**config.mk**
```make
export PLATFORM = sky130hd
export DESIGN_NAME = fsc_ctl
export DESIGN_NICKNAME = d
export VERILOG_FILES = /design/src/verilog/fsc_pkg.sv /design/src/verilog/fsc_exc_eval.sv /design/src/verilog/fsc_irq.sv /design/src/verilog/fsc_ctl.sv
export SDC_FILE = /design/constraint.sdc
export NUM_CORES = 1
export LEC_CHECK = 0
export BUFFER_PORTS_ARGS = -buffer_cell sky130_fd_sc_hd__buf_2
export CAP_MARGIN = 20
export CORE_MARGIN = 3
export CORE_UTILIZATION = 50
export CTS_BUF_LIST = sky130_fd_sc_hd__clkbuf_8
export DETAILED_ROUTE_END_ITERATION = 7
export PLACE_DENSITY_LB_ADDON = 0.12
export SLEW_MARGIN = 20
export SYNTH_ARGS = -nofsm -noshare
export SYNTH_HDL_FRONTEND = slang
export SYNTH_SLANG_ARGS = --single-unit
```
**constraint.sdc**
```tcl
create_clock -name aclk -period 2.8 [get_ports aclk]
set_clock_uncertainty 0.2 [all_clocks]
set_input_delay 0.14 -clock aclk [delete_from_list [all_inputs] [get_ports aclk]]
set_output_delay 0.14 -clock aclk [all_outputs]
set_load 0.02 [all_outputs]
```
**src/verilog/fsc_pkg.sv**
```systemverilog
package fsc_pkg;

  // ----------------------------------------
  // register map, byte addresses
  // ----------------------------------------
  localparam logic [7:0] OFF_STATE_LO = 8'h00;
  localparam logic [7:0] OFF_STATE_HI = 8'h04;
  localparam logic [7:0] OFF_DIRTY = 8'h08;
  localparam logic [7:0] OFF_IRQ_STAT = 8'h0C;
  localparam logic [7:0] OFF_IRQ_MASK = 8'h10;

  // ----------------------------------------
  // state register fields
  // ----------------------------------------
  localparam int CEXC_LSB = 0;
  localparam int AEXC_LSB = 5;
  localparam int CC0_LSB = 10;
  localparam int QNE_BIT = 13;
  localparam int FTT_LSB = 14;
  localparam int VER_LSB = 17;
  localparam int NONSTD_BIT = 22;
  localparam int TEM_LSB = 23;
  localparam int RD_LSB = 30;
  localparam int CC1_LSB = 32;
  localparam int CC2_LSB = 34;
  localparam int CC3_LSB = 36;
  localparam logic [63:0] STATE_WR_MASK = 64'h0000_003F_CF80_0FFF;
  localparam logic [63:0] STATE_RD_MASK = 64'h0000_003F_CF8F_EFFF;
  localparam logic [63:0] STATE_RESET = 64'h0000_0000_0000_0000;

  // exception bit order: invalid, overflow, underflow, div-zero, inexact
  localparam int EXC_UF = 2;
  localparam int EXC_NX = 0;

  localparam logic [2:0] FTT_NONE = 3'h0;
  localparam logic [2:0] FTT_IEEE = 3'h1;
  localparam logic [2:0] FTT_UNIMPL = 3'h3;

  localparam logic [1:0] RD_NEAREST = 2'h0;
  localparam logic [1:0] RD_ZERO = 2'h1;
  localparam logic [1:0] RD_PLUS_INF = 2'h2;
  localparam logic [1:0] RD_MINUS_INF = 2'h3;

  // ----------------------------------------
  // interrupt events, fp_regfile_state_reg layout, bus answers
  // ----------------------------------------
  localparam int IRQ_W = 3;
  localparam int IRQ_IEEE = 0;
  localparam int IRQ_OTHER = 1;
  localparam int IRQ_LDFSR = 2;
  localparam int DIRTY_LO_BIT = 0;
  localparam int DIRTY_HI_BIT = 1;
  localparam logic [1:0] RESP_OKAY = 2'h0;
  localparam logic [1:0] RESP_SLVERR = 2'h2;

  typedef enum logic [1:0] {
    FSC_RUN = 2'b01,
    FSC_TRAP = 2'b10
  } fsc_state_t;

endpackage

```
**src/verilog/fsc_exc_eval.sv**
```systemverilog
`timescale 1ns/1ps
module fsc_exc_eval (
  input wire logic [4:0] tem,
  input wire logic [4:0] raw_exc,
  input wire logic tiny_unrounded,
  input wire logic is_quad,
  input wire logic is_sqrt,
  input wire logic is_fpop,
  output logic unimpl,
  output logic ieee_trap,
  output logic [4:0] cexc
);
  import fsc_pkg::*;

  // ----------------------------------------
  // exception evaluation
  // ----------------------------------------
  // quad and square-root fpops always unimplemented
  assign unimpl = is_fpop && (is_quad || is_sqrt);

  always_comb begin
    cexc = raw_exc;
    cexc[EXC_UF] = tiny_unrounded && (raw_exc[EXC_NX] || tem[EXC_UF]);
  end

  assign ieee_trap = is_fpop && !unimpl && ((cexc & tem) != 5'h00);

endmodule

```
**src/verilog/fsc_irq.sv**
```systemverilog
`timescale 1ns/1ps
module fsc_irq #(
  parameter int W = 3
) (
  input wire logic aclk,
  input wire logic aresetn,
  input wire logic [W-1:0] event_set,
  input wire logic clr_we,
  input wire logic [W-1:0] clr_data,
  input wire logic mask_we,
  input wire logic [W-1:0] mask_data,
  output logic [W-1:0] status,
  output logic [W-1:0] mask,
  output logic irq
);

  // ----------------------------------------
  // sticky status, set beats clear
  // ----------------------------------------
  always_ff @(posedge aclk) begin
    if (!aresetn) begin
      status <= '0;
    end else begin
      status <= (status & ~(clr_we ? clr_data : '0)) | event_set;
    end
  end

  always_ff @(posedge aclk) begin
    if (!aresetn) begin
      mask <= '0;
    end else if (mask_we) begin
      mask <= mask_data;
    end
  end

  assign irq = (status & mask) != '0;
endmodule

```
**src/verilog/fsc_ctl.sv**
```systemverilog
`timescale 1ns/1ps
module fsc_ctl
  import fsc_pkg::*;
#(
  parameter logic [2:0] FPU_VER = 3'h0,
  parameter int TAG_W = 8
) (
  input wire logic aclk,
  input wire logic aresetn,
  input wire logic [7:0] s_axi_awaddr,
  input wire logic s_axi_awvalid,
  output logic s_axi_awready,
  input wire logic [31:0] s_axi_wdata,
  input wire logic [3:0] s_axi_wstrb,
  input wire logic s_axi_wvalid,
  output logic s_axi_wready,
  output logic [1:0] s_axi_bresp,
  output logic s_axi_bvalid,
  input wire logic s_axi_bready,
  input wire logic [7:0] s_axi_araddr,
  input wire logic s_axi_arvalid,
  output logic s_axi_arready,
  output logic [31:0] s_axi_rdata,
  output logic [1:0] s_axi_rresp,
  output logic s_axi_rvalid,
  input wire logic s_axi_rready,
  input wire logic issue_valid,
  output logic issue_ready,
  input wire logic [TAG_W-1:0] issue_tag,
  input wire logic issue_fpop,
  input wire logic issue_fcmp,
  input wire logic issue_quad,
  input wire logic issue_sqrt,
  input wire logic [1:0] issue_cc_sel,
  input wire logic [1:0] issue_cc_val,
  input wire logic [4:0] issue_exc,
  input wire logic issue_tiny_unrounded,
  input wire logic issue_wr_upper,
  input wire logic issue_wr_lower,
  input wire logic ldfsr_valid,
  input wire logic ldfsr_wide,
  input wire logic [63:0] ldfsr_data,
  output logic trap_valid,
  output logic trap_ieee,
  output logic trap_other,
  output logic [TAG_W-1:0] trap_tag,
  input wire logic trap_ack,
  output logic [63:0] fp_state_register,
  output logic [1:0] round_mode,
  output logic upper_half_dirty,
  output logic lower_half_dirty,
  output logic irq
);
  import fsc_pkg::*;

  localparam logic [63:0] VER_FIELD = {44'h0, FPU_VER, 17'h0};
  localparam logic [63:0] STATE_RESET_VAL = STATE_RESET | VER_FIELD;

  // ----------------------------------------
  // trap sequencing
  // ----------------------------------------
  fsc_state_t state;
  fsc_state_t next_state;
  logic issue_take;
  logic ld_take;
  logic ev_unimpl;
  logic ev_ieee;
  logic [4:0] ev_cexc;

  // stall while a trap is outstanding
  assign issue_ready = (state == FSC_RUN);
  assign issue_take = issue_valid && issue_ready;
  assign ld_take = ldfsr_valid && issue_ready;

  fsc_exc_eval u_eval (
    .tem(fp_state_register[TEM_LSB +: 5]),
    .raw_exc(issue_exc),
    .tiny_unrounded(issue_tiny_unrounded),
    .is_quad(issue_quad),
    .is_sqrt(issue_sqrt),
    .is_fpop(issue_fpop),
    .unimpl(ev_unimpl),
    .ieee_trap(ev_ieee),
    .cexc(ev_cexc)
  );

  always_comb begin
    next_state = state;
    case (state)
      FSC_RUN: begin
        if (issue_take && (ev_unimpl || ev_ieee)) begin
          next_state = FSC_TRAP;
        end
      end
      FSC_TRAP: begin
        if (trap_ack) begin
          next_state = FSC_RUN;
        end
      end
      default: begin
        next_state = FSC_RUN;
      end
    endcase
  end

  always_ff @(posedge aclk) begin
    if (!aresetn) begin
      state <= FSC_RUN;
    end else begin
      state <= next_state;
    end
  end

  // trap indication stays up until acknowledged
  always_ff @(posedge aclk) begin
    if (!aresetn) begin
      trap_ieee <= 1'b0;
      trap_other <= 1'b0;
      trap_tag <= '0;
    end else if (state == FSC_RUN) begin
      trap_ieee <= issue_take && ev_ieee;
      trap_other <= issue_take && ev_unimpl;
      trap_tag <= issue_tag;
    end else if (trap_ack) begin
      trap_ieee <= 1'b0;
      trap_other <= 1'b0;
    end
  end

  assign trap_valid = trap_ieee || trap_other;

  // ----------------------------------------
  // axi4-lite slave
  // ----------------------------------------
  logic aw_held;
  logic w_held;
  logic [7:0] aw_addr;
  logic [31:0] w_data;
  logic [3:0] w_strb;
  logic wr_fire;
  logic [31:0] wmask;
  logic [31:0] wbits;
  logic wr_hit;
  logic [31:0] rd_word;
  logic rd_hit;
  logic [IRQ_W-1:0] irq_status;
  logic [IRQ_W-1:0] irq_mask;
  logic [IRQ_W-1:0] irq_events;

  assign s_axi_awready = !aw_held;
  assign s_axi_wready = !w_held;
  assign s_axi_arready = !s_axi_rvalid;
  // both halves latched and no response pending
  assign wr_fire = aw_held && w_held && !s_axi_bvalid;

  always_ff @(posedge aclk) begin
    if (!aresetn) begin
      aw_held <= 1'b0;
      aw_addr <= 8'h00;
    end else if (s_axi_awvalid && !aw_held) begin
      aw_held <= 1'b1;
      aw_addr <= s_axi_awaddr;
    end else if (wr_fire) begin
      aw_held <= 1'b0;
    end
  end

  always_ff @(posedge aclk) begin
    if (!aresetn) begin
      w_held <= 1'b0;
      w_data <= 32'h0000_0000;
      w_strb <= 4'h0;
    end else if (s_axi_wvalid && !w_held) begin
      w_held <= 1'b1;
      w_data <= s_axi_wdata;
      w_strb <= s_axi_wstrb;
    end else if (wr_fire) begin
      w_held <= 1'b0;
    end
  end

  always_comb begin
    wmask = {{8{w_strb[3]}}, {8{w_strb[2]}}, {8{w_strb[1]}}, {8{w_strb[0]}}};
    wbits = w_data & wmask;
    case (aw_addr)
      OFF_STATE_LO, OFF_STATE_HI, OFF_DIRTY, OFF_IRQ_STAT, OFF_IRQ_MASK: wr_hit = 1'b1;
      default: wr_hit = 1'b0;
    endcase
  end

  always_ff @(posedge aclk) begin
    if (!aresetn) begin
      s_axi_bvalid <= 1'b0;
      s_axi_bresp <= RESP_OKAY;
    end else if (wr_fire) begin
      s_axi_bvalid <= 1'b1;
      s_axi_bresp <= wr_hit ? RESP_OKAY : RESP_SLVERR;
    end else if (s_axi_bready) begin
      s_axi_bvalid <= 1'b0;
    end
  end

  always_comb begin
    rd_hit = 1'b1;
    case (s_axi_araddr)
      OFF_STATE_LO: rd_word = fp_state_register[31:0];
      OFF_STATE_HI: rd_word = fp_state_register[63:32];
      OFF_DIRTY: rd_word = {30'h0, upper_half_dirty, lower_half_dirty};
      OFF_IRQ_STAT: rd_word = {{(32-IRQ_W){1'b0}}, irq_status};
      OFF_IRQ_MASK: rd_word = {{(32-IRQ_W){1'b0}}, irq_mask};
      default: begin
        rd_word = 32'h0000_0000;
        rd_hit = 1'b0;
      end
    endcase
  end

  always_ff @(posedge aclk) begin
    if (!aresetn) begin
      s_axi_rvalid <= 1'b0;
      s_axi_rdata <= 32'h0000_0000;
      s_axi_rresp <= RESP_OKAY;
    end else if (s_axi_arvalid && !s_axi_rvalid) begin
      s_axi_rvalid <= 1'b1;
      s_axi_rdata <= rd_word;
      s_axi_rresp <= rd_hit ? RESP_OKAY : RESP_SLVERR;
    end else if (s_axi_rready) begin
      s_axi_rvalid <= 1'b0;
    end
  end

  // ----------------------------------------
  // state register update
  // ----------------------------------------
  logic [63:0] next_fp_state;
  logic [63:0] sw_mask;

  // order: bus write, then state load, then the issuing instruction
  always_comb begin
    next_fp_state = fp_state_register;
    sw_mask = 64'h0;
    if (wr_fire && (aw_addr == OFF_STATE_LO)) begin
      sw_mask[31:0] = wmask;
    end
    if (wr_fire && (aw_addr == OFF_STATE_HI)) begin
      sw_mask[63:32] = wmask;
    end
    sw_mask = sw_mask & STATE_WR_MASK;
    next_fp_state = (next_fp_state & ~sw_mask) | ({wbits, wbits} & sw_mask);
    if (ld_take) begin
      if (ldfsr_wide) begin
        next_fp_state = (next_fp_state & ~STATE_WR_MASK) | (ldfsr_data & STATE_WR_MASK);
      end else begin
        next_fp_state[31:0] = (next_fp_state[31:0] & ~STATE_WR_MASK[31:0]) | (ldfsr_data[31:0] & STATE_WR_MASK[31:0]);
      end
    end
    if (issue_take && issue_fpop) begin
      if (ev_unimpl) begin
        next_fp_state[FTT_LSB +: 3] = FTT_UNIMPL;
      end else if (ev_ieee) begin
        next_fp_state[FTT_LSB +: 3] = FTT_IEEE;
        next_fp_state[CEXC_LSB +: 5] = ev_cexc;
      end else begin
        next_fp_state[FTT_LSB +: 3] = FTT_NONE;
        next_fp_state[CEXC_LSB +: 5] = ev_cexc;
        next_fp_state[AEXC_LSB +: 5] = next_fp_state[AEXC_LSB +: 5] | ev_cexc;
        if (issue_fcmp) begin
          case (issue_cc_sel)
            2'h0: next_fp_state[CC0_LSB +: 2] = issue_cc_val;
            2'h1: next_fp_state[CC1_LSB +: 2] = issue_cc_val;
            2'h2: next_fp_state[CC2_LSB +: 2] = issue_cc_val;
            default: next_fp_state[CC3_LSB +: 2] = issue_cc_val;
          endcase
        end
      end
    end
    next_fp_state = (next_fp_state & STATE_RD_MASK & ~VER_FIELD) | VER_FIELD;
    next_fp_state[QNE_BIT] = 1'b0;
  end

  always_ff @(posedge aclk) begin
    if (!aresetn) begin
      fp_state_register <= STATE_RESET_VAL;
    end else begin
      fp_state_register <= next_fp_state;
    end
  end

  assign round_mode = fp_state_register[RD_LSB +: 2];

  // ----------------------------------------
  // register-file dirty bits
  // ----------------------------------------
  // set on issue of any writer
  // set even if later nullified; hardware set beats clear
  always_ff @(posedge aclk) begin
    if (!aresetn) begin
      upper_half_dirty <= 1'b0;
      lower_half_dirty <= 1'b0;
    end else begin
      upper_half_dirty <= ((wr_fire && (aw_addr == OFF_DIRTY)) ? wbits[DIRTY_HI_BIT] : upper_half_dirty)
                          || (issue_take && issue_wr_upper);
      lower_half_dirty <= ((wr_fire && (aw_addr == OFF_DIRTY)) ? wbits[DIRTY_LO_BIT] : lower_half_dirty)
                          || (issue_take && issue_wr_lower);
    end
  end

  // ----------------------------------------
  // interrupts
  // ----------------------------------------
  always_comb begin
    irq_events = '0;
    irq_events[IRQ_IEEE] = issue_take && ev_ieee;
    irq_events[IRQ_OTHER] = issue_take && ev_unimpl;
    irq_events[IRQ_LDFSR] = ld_take;
  end

  fsc_irq #(
    .W(IRQ_W)
  ) u_irq (
    .aclk(aclk),
    .aresetn(aresetn),
    .event_set(irq_events),
    .clr_we(wr_fire && (aw_addr == OFF_IRQ_STAT)),
    .clr_data(wbits[IRQ_W-1:0]),
    .mask_we(wr_fire && (aw_addr == OFF_IRQ_MASK)),
    .mask_data(wbits[IRQ_W-1:0]),
    .status(irq_status),
    .mask(irq_mask),
    .irq(irq)
  );
endmodule

```
==> impl_metrics.ini, run 1 <==
[finish]
diodes = 0
area_growth_pct = 37.7
num-fill-cells = 754
drive_gt1_share_pct = 24.8
layout.cells.non_filler = 960
nets = 977

[global_routing]
gr-total-overflow = 0
use_met2_pct = 47.1
met1_usage_pct = 33.2
grt_pass1_vias = 4889
grt.busiest_layer = met2
grt_pass1_wl_mm = 24.1
antenna_found_initial = 0
gr-usage-all-layers_pct = 26.5
use_met3_pct = 3.92
grt_max_degree = 58

[logic_synthesis]
synth_common_cells = dfxtp_1 (105), nand2_1 (70), buf_4 (54)
avgSynthCellArea_um2 = 8.55
async_flop_share_pct = 0
netlist_top_cells_area = dfxtp_1 (42%), buf_4 (8.2%), mux2i_1 (7.5%)
synth.most_common_cell = dfxtp_1
synth_cell_types = 51
yosysWarningCount = 0
synth-seq-cells = 105
netlist.area_leader.share_pct = 42.3
yosysTopAreaCell = dfxtp_1
ys_seq_area_share_pct = 42.3
yosys_most_used_dff = dfxtp_1
synthCells = 581
netlist_area_mm2 = 0.00497
synth-edff-count = 0

[clocking]
cts_tree = done
clock_sinks = 105
cts_buffer_depth = 2
cts-htree-levels = 3
clk_latency_ps = 370
root_buffer = clkbuf_8
cts_made_buffers = 9
clk_pin_slew_ps = 110

[timing]
finalMaxSlewViolations = 0
min_period_ps = 2740
finalSetupTns_ps = 0
finalCritPeriodShare_pct = 97.7
maxSlewHeadroom_pct = 40.1
rsz0062_at_grt = yes
worst_pin_slew_ps = 897
setup_viol_count_final = 0
final.setup.worst_slack_ps = 63.7
max_freq_mhz = 365
finalHoldViolCount = 0

[route]
avgViaCountPerCell = 5.31
wl_mm = 15.4
vias = 5093
routedWlPerCell_um = 16.1
ant_nets = 0
drc = 0
dr.pass1.iters = 5
drtIter0Drc = 240

[critical_path]
cp_slowest_stage_delay_ps = 600
cp_max_fo = 12
critPathCaptureType = flop
crit_type = primary input to flop
slowest_stage = dlygate4sd3_1
crit_path_frequent_cell = dlygate4sd3_1
crit_arrival_ps = 2840
cp_cell_sequence = dlygate4sd3_1, buf_2, a222oi_1, and4_2, a21oi_1, a211oi_1, dlygate4sd3_1
crit_required_ps = 2910
startpoint_type = primary input

[floorplanning]
dieArea_mm2 = 0.0112
core_region_area_mm2 = 0.00946
ioPinCount = 273
dieWidth_um = 106
die_y_um = 106
rows = 35
start_util_pct = 52.5

[placed_design]
pre_cts_slack_ps = 686
io_buffers = 169
gp_congestion = 0.859
dp.cells = 844
post-dp-hpwl_mm = 10.5

[run]
cap_violations = 0

[min_path]
hold_class = primary input to flop

[run_status]
status = completed

[power_and_ir_drop]
max-vdd-ir-drop_uv = 221
report.power.total_w = 0.00323
power.density_mw_per_mm2 = 473
power.leakage_nw = 3.16
placed cells by master, fill, tap and decap left out, types with 7 or more instances in the layout:
cell type,Yosys,layout
o21ai_0,35,35
a211oi_1,9,9
o221ai_1,7,7
nand4_1,11,11
mux2i_1,37,37
buf_2,3,169
nand2_1,70,70
conb_1,1,50
a22oi_1,16,16
nor2_1,43,42
clkbuf_8,0,10
dfxtp_1,105,105
a21oi_1,50,50
nand3_1,22,22
dlygate4sd3_1,0,100
area by class of cell:
class,count,area (um^2),share of cell area [%]
Timing Repair Buffer,274,1880,27.5
Sequential cell,105,2100,30.7
Multi-Input combinational cell,429,2490,36.4
Clock inverter,6,42.5,0.622
Tap cell,129,161,2.36
Inverter,7,26.3,0.384
Clock buffer,10,138,2.01
routing by layer:
layer / vias up / part of all wire, %
met4: 0 / 1.1
li1: 2465 / -
met1: 2388 / 42
met2: 227 / 49
met3: 13 / 7.2
met5: - / 0
worst paths after layout:
path / cells after the start / slack, ps / to / startpoint
setup reg to reg: 5 / 150 / fp_state_register[9] / flop
setup / recovery: 7 / 60 / fp_state_register[9] / issue_exc[1]
hold / removal: 5 / 20 / s_axi_rdata[2] / s_axi_araddr[6]
hold reg to reg: 2 / 260 / trap_tag[6] / trap_tag[6]
cells by family after synthesis:
kind of cell           Yosys count  share of synthesized area, %
other                            1                        0.0755
and+or+nand+nor                189                          19.1
muxes                           42                          8.59
buffers and inverters           96                          11.4
DFF                            105                          42.3
AOI/OAI and AO/OA              148                          18.5
registers in the layout (all words and copies together) (netlist names), 2 cells and up, named ones only:
register / flops
u_irq.status: 3
u_irq.mask: 3
fp_state_register: 20
state: 2
aw_addr: 8
s_axi_rdata: 21
w_strb: 4
w_data: 19
trap_tag: 8
through the flow:
step                      hold WS (ps)  cell area [um^2]  util (%)
after floorplan                   39.0              5150         -
after global placement             132              5660      59.8
after detailed placement           142              5660      59.8
after CTS                         19.9              6840      72.3
after global routing              63.4              6840      72.3
final                             22.8              6840      72.3
critical path: cells and delay by family:
family | cells | cell delay (ps)
buf+inv | 3 | 1290
compound gates | 3 | 930
simple gates | 1 | 470
power by group:
part | switching, W | internal, W | total (W)
Combinational | 0.000403 | 0.000296 | 0.000699
Sequential | 0.0000782 | 0.00158 | 0.00165
Clock | 0.000532 | 0.000350 | 0.000882
Total | 0.00101 | 0.00222 | 0.00323
timing repair:
action / CTS / global route
setup endpoints to repair: 0 / 7
hold buffers: 100 / 0
setup buffers: 0 / 0
gates resized for setup: 0 / 3
hold endpoints to repair: 95 / 0
Note: power is estimated with default switching activity, not from simulation.
==> run 2, diff against run 1 <==
Settings changed: ABC_AREA set to 1, CORE_UTILIZATION 50 to 51, GPL_TIMING_DRIVEN set to 0.
==> run 2 against run 1 <==
Sequential share of layout area shrank 2.4 points. Die area grew 2.4%. Core utilization grew 2.8 points. Synthesized cell count grew 32%. Sequential power is essentially flat. Largest cell class unchanged. Fmax grew 12%. Setup slack gained 300 ps.
==> impl_metrics.ini, run 2 <==
[logic_synthesis]
synthCells = 767
netlist_area_mm2 = 0.00520
yosys_most_used_dff = dfxtp_1
synth-edff-count = 0
synth-seq-cells = 105
avgSynthCellArea_um2 = 6.78
synth_common_cells = nand2_1 (159), dfxtp_1 (105), a21oi_1 (79)
synth.most_common_cell = nand2_1
netlist.area_leader.share_pct = 40.4
netlist_top_cells_area = dfxtp_1 (40%), nand2_1 (11%), a21oi_1 (7.6%)
yosysTopAreaCell = dfxtp_1
synth_cell_types = 26
yosysWarningCount = 0
async_flop_share_pct = 0
ys_seq_area_share_pct = 40.4

[placed_design]
io_buffers = 169
place_area_mm2 = 0.00639
gp_congestion = 0.963
post-dp-hpwl_mm = 12.3

[clocking]
clk_latency_ps = 360
cts_hold_buf = 85
root_buffer = clkbuf_8
cts_setup_buffers = 0
clock_sinks = 105
cts_made_buffers = 9
clk_pin_slew_ps = 100
cts-htree-levels = 3
post_cts_resized = 0
cts_buffer_depth = 2
cts_tree = done

[finish]
largest_reg_flops = 21
final_area_mm2 = 0.00741
nets = 1232
reg.largest.list = s_axi_rdata: 21 flops, fp_state_register: 20 flops, w_data: 19 flops
num-fill-cells = 828
final_common_cell = buf_2
area_growth_pct = 42.6
final_cell_mix = buf_2 (173), nand2_1 (159), dfxtp_1 (105)
drive_gt1_share_pct = 24.2
diodes = 0
largest-register = s_axi_rdata

[global_routing]
antenna_found_initial = 0
use_met3_pct = 4.09
grt.busiest_layer = met2
grt_pass1_wl_mm = 25.9
grt_max_degree = 18
gr-total-overflow = 0
gr-usage-all-layers_pct = 28.4
met1_usage_pct = 36.7
use_met2_pct = 48.4
grt_pass1_vias = 5317

[timing]
finalSetupTns_ps = 0
min_period_ps = 2440
rsz0062_at_grt = no
maxSlewHeadroom_pct = 54.5
worst_pin_slew_ps = 683
setup_viol_count_final = 0
finalHoldViolCount = 0
finalCritPeriodShare_pct = 87.2
finalMaxSlewViolations = 0
max_freq_mhz = 410

[power_and_ir_drop]
seqPwrFrac_pct = 49.6
report.power.total_w = 0.00338
p_int_w = 0.00227
switching_power_w = 0.00111
pwr-share-clk_pct = 25.3
max-vdd-ir-drop_uv = 285
swShare_pct = 32.9
comb_power_share_pct = 25.1
power.density_mw_per_mm2 = 456
power.leakage_nw = 3.76

[route]
wl_mm = 16.8
dr.pass1.iters = 5
routedWlPerCell_um = 13.8
drc = 0
ant_nets = 0
vias = 5940
drtIter0Drc = 419
avgViaCountPerCell = 4.88

[floorplanning]
dieArea_mm2 = 0.0114
die_y_um = 107
dieWidth_um = 107
rows = 36
core_region_area_mm2 = 0.00986
ioPinCount = 273
start_util_pct = 52.7

[run]
cap_violations = 0

[min_path]
hold_class = primary input to flop

[run_status]
status = completed

[critical_path]
path_buf_inv = 3
crit_type = flop to flop
startpoint_type = flop
critPathCaptureType = flop
crit_required_ps = 2850
crit_arrival_ps = 2490
crit_path_frequent_cell = nand2_1
cp_cell_sequence = inv_1, nand2_2, nor2_2, nand2_1, clkbuf_1, or2_2, nand2_1, a21oi_1, dlygate4sd3_1
cp_max_fo = 10
slowest_stage = dlygate4sd3_1
cpLargestDelayFamily = simple AND/OR/NAND/NOR gates
cp_slowest_stage_delay_ps = 560
## run 2: cell count changes in the layout (fill, tap and decap cells not counted), moves of 26 or more
cell     change
mux2i_1     -37
o21ai_0     +37
inv_1       +72
nand2_1     +89
a21oi_1     +29
nand3_1     +47
nor2_1      +26
buf_4       +47
## run 2: path summary, 6_finish.rpt
path             startpoint               endpoint  slack (ps)  depth (start not counted)
max                state[1]  fp_state_register[32]         360                          9
min          ldfsr_data[34]  fp_state_register[34]          20                          6
max reg2reg        state[1]  fp_state_register[32]         360                          9
min reg2reg      w_data[23]             w_data[23]         260                          2
## run 2: logic make-up after synthesis
| group | synth area share [%] |
|---|---|
| AOI/OAI and AO/OA | 15.7 |
| other | 0.0721 |
| DFF | 40.4 |
| buffers and inverters | 15.8 |
| and+or+nand+nor | 27.9 |
## run 2: metrics by stage
step / hold slack, ps / utilization, % / cells / setup WS (ps)
after detailed placement: 167 / 64.8 / 1118 / 940
after CTS: 2.97 / 75.2 / 1218 / 389
after global placement: 165 / 64.8 / 1118 / 960
final: 21.9 / 75.2 / 1218 / 359
after global routing: 26.8 / 75.2 / 1218 / 187
after floorplan: 74.9 / - / 816 / 1150
## run 2: routing by layer
metal  vias up  routed length, um  part of all wire [%]
met3        35               1340                   8.0
met5         -                  0                     0
li1       3011                  -                     -
met1      2636               7100                    42
met4         0                388                   2.3
met2       258               7940                    47
## run 2: power groups by stage
stage / clock network [W] / registers (W) / logic (W)
2_1_floorplan: 0 / 0.00177 / 0.000424
3_3_place_gp: 0 / 0.00171 / 0.000728
3_5_place_dp: 0 / 0.00171 / 0.000735
4_1_cts: 0.000860 / 0.00167 / 0.000831
5_1_grt: 0.000918 / 0.00169 / 0.000928
6_report: 0.000853 / 0.00168 / 0.000848
## run 2: worst reg2reg max path: stages, from the launching register on
cell and delay [ps]:
dfxtp_1 310, inv_1 70, nand2_2 110, nor2_2 280, nand2_1 130, clkbuf_1 240, or2_2 320, nand2_1 60
a21oi_1 60, dlygate4sd3_1 560
## run 2: cell type report
type	count	area (um^2)	share of cell area (%)
Multi-Input combinational cell	547	2460	33.1
Clock inverter	6	43.8	0.591
Clock buffer	9	124	1.67
Sequential cell	105	2100	28.4
Tap cell	133	166	2.24
Inverter	83	312	4.20
Timing Repair Buffer	254	1700	22.9
Buffer	81	512	6.90
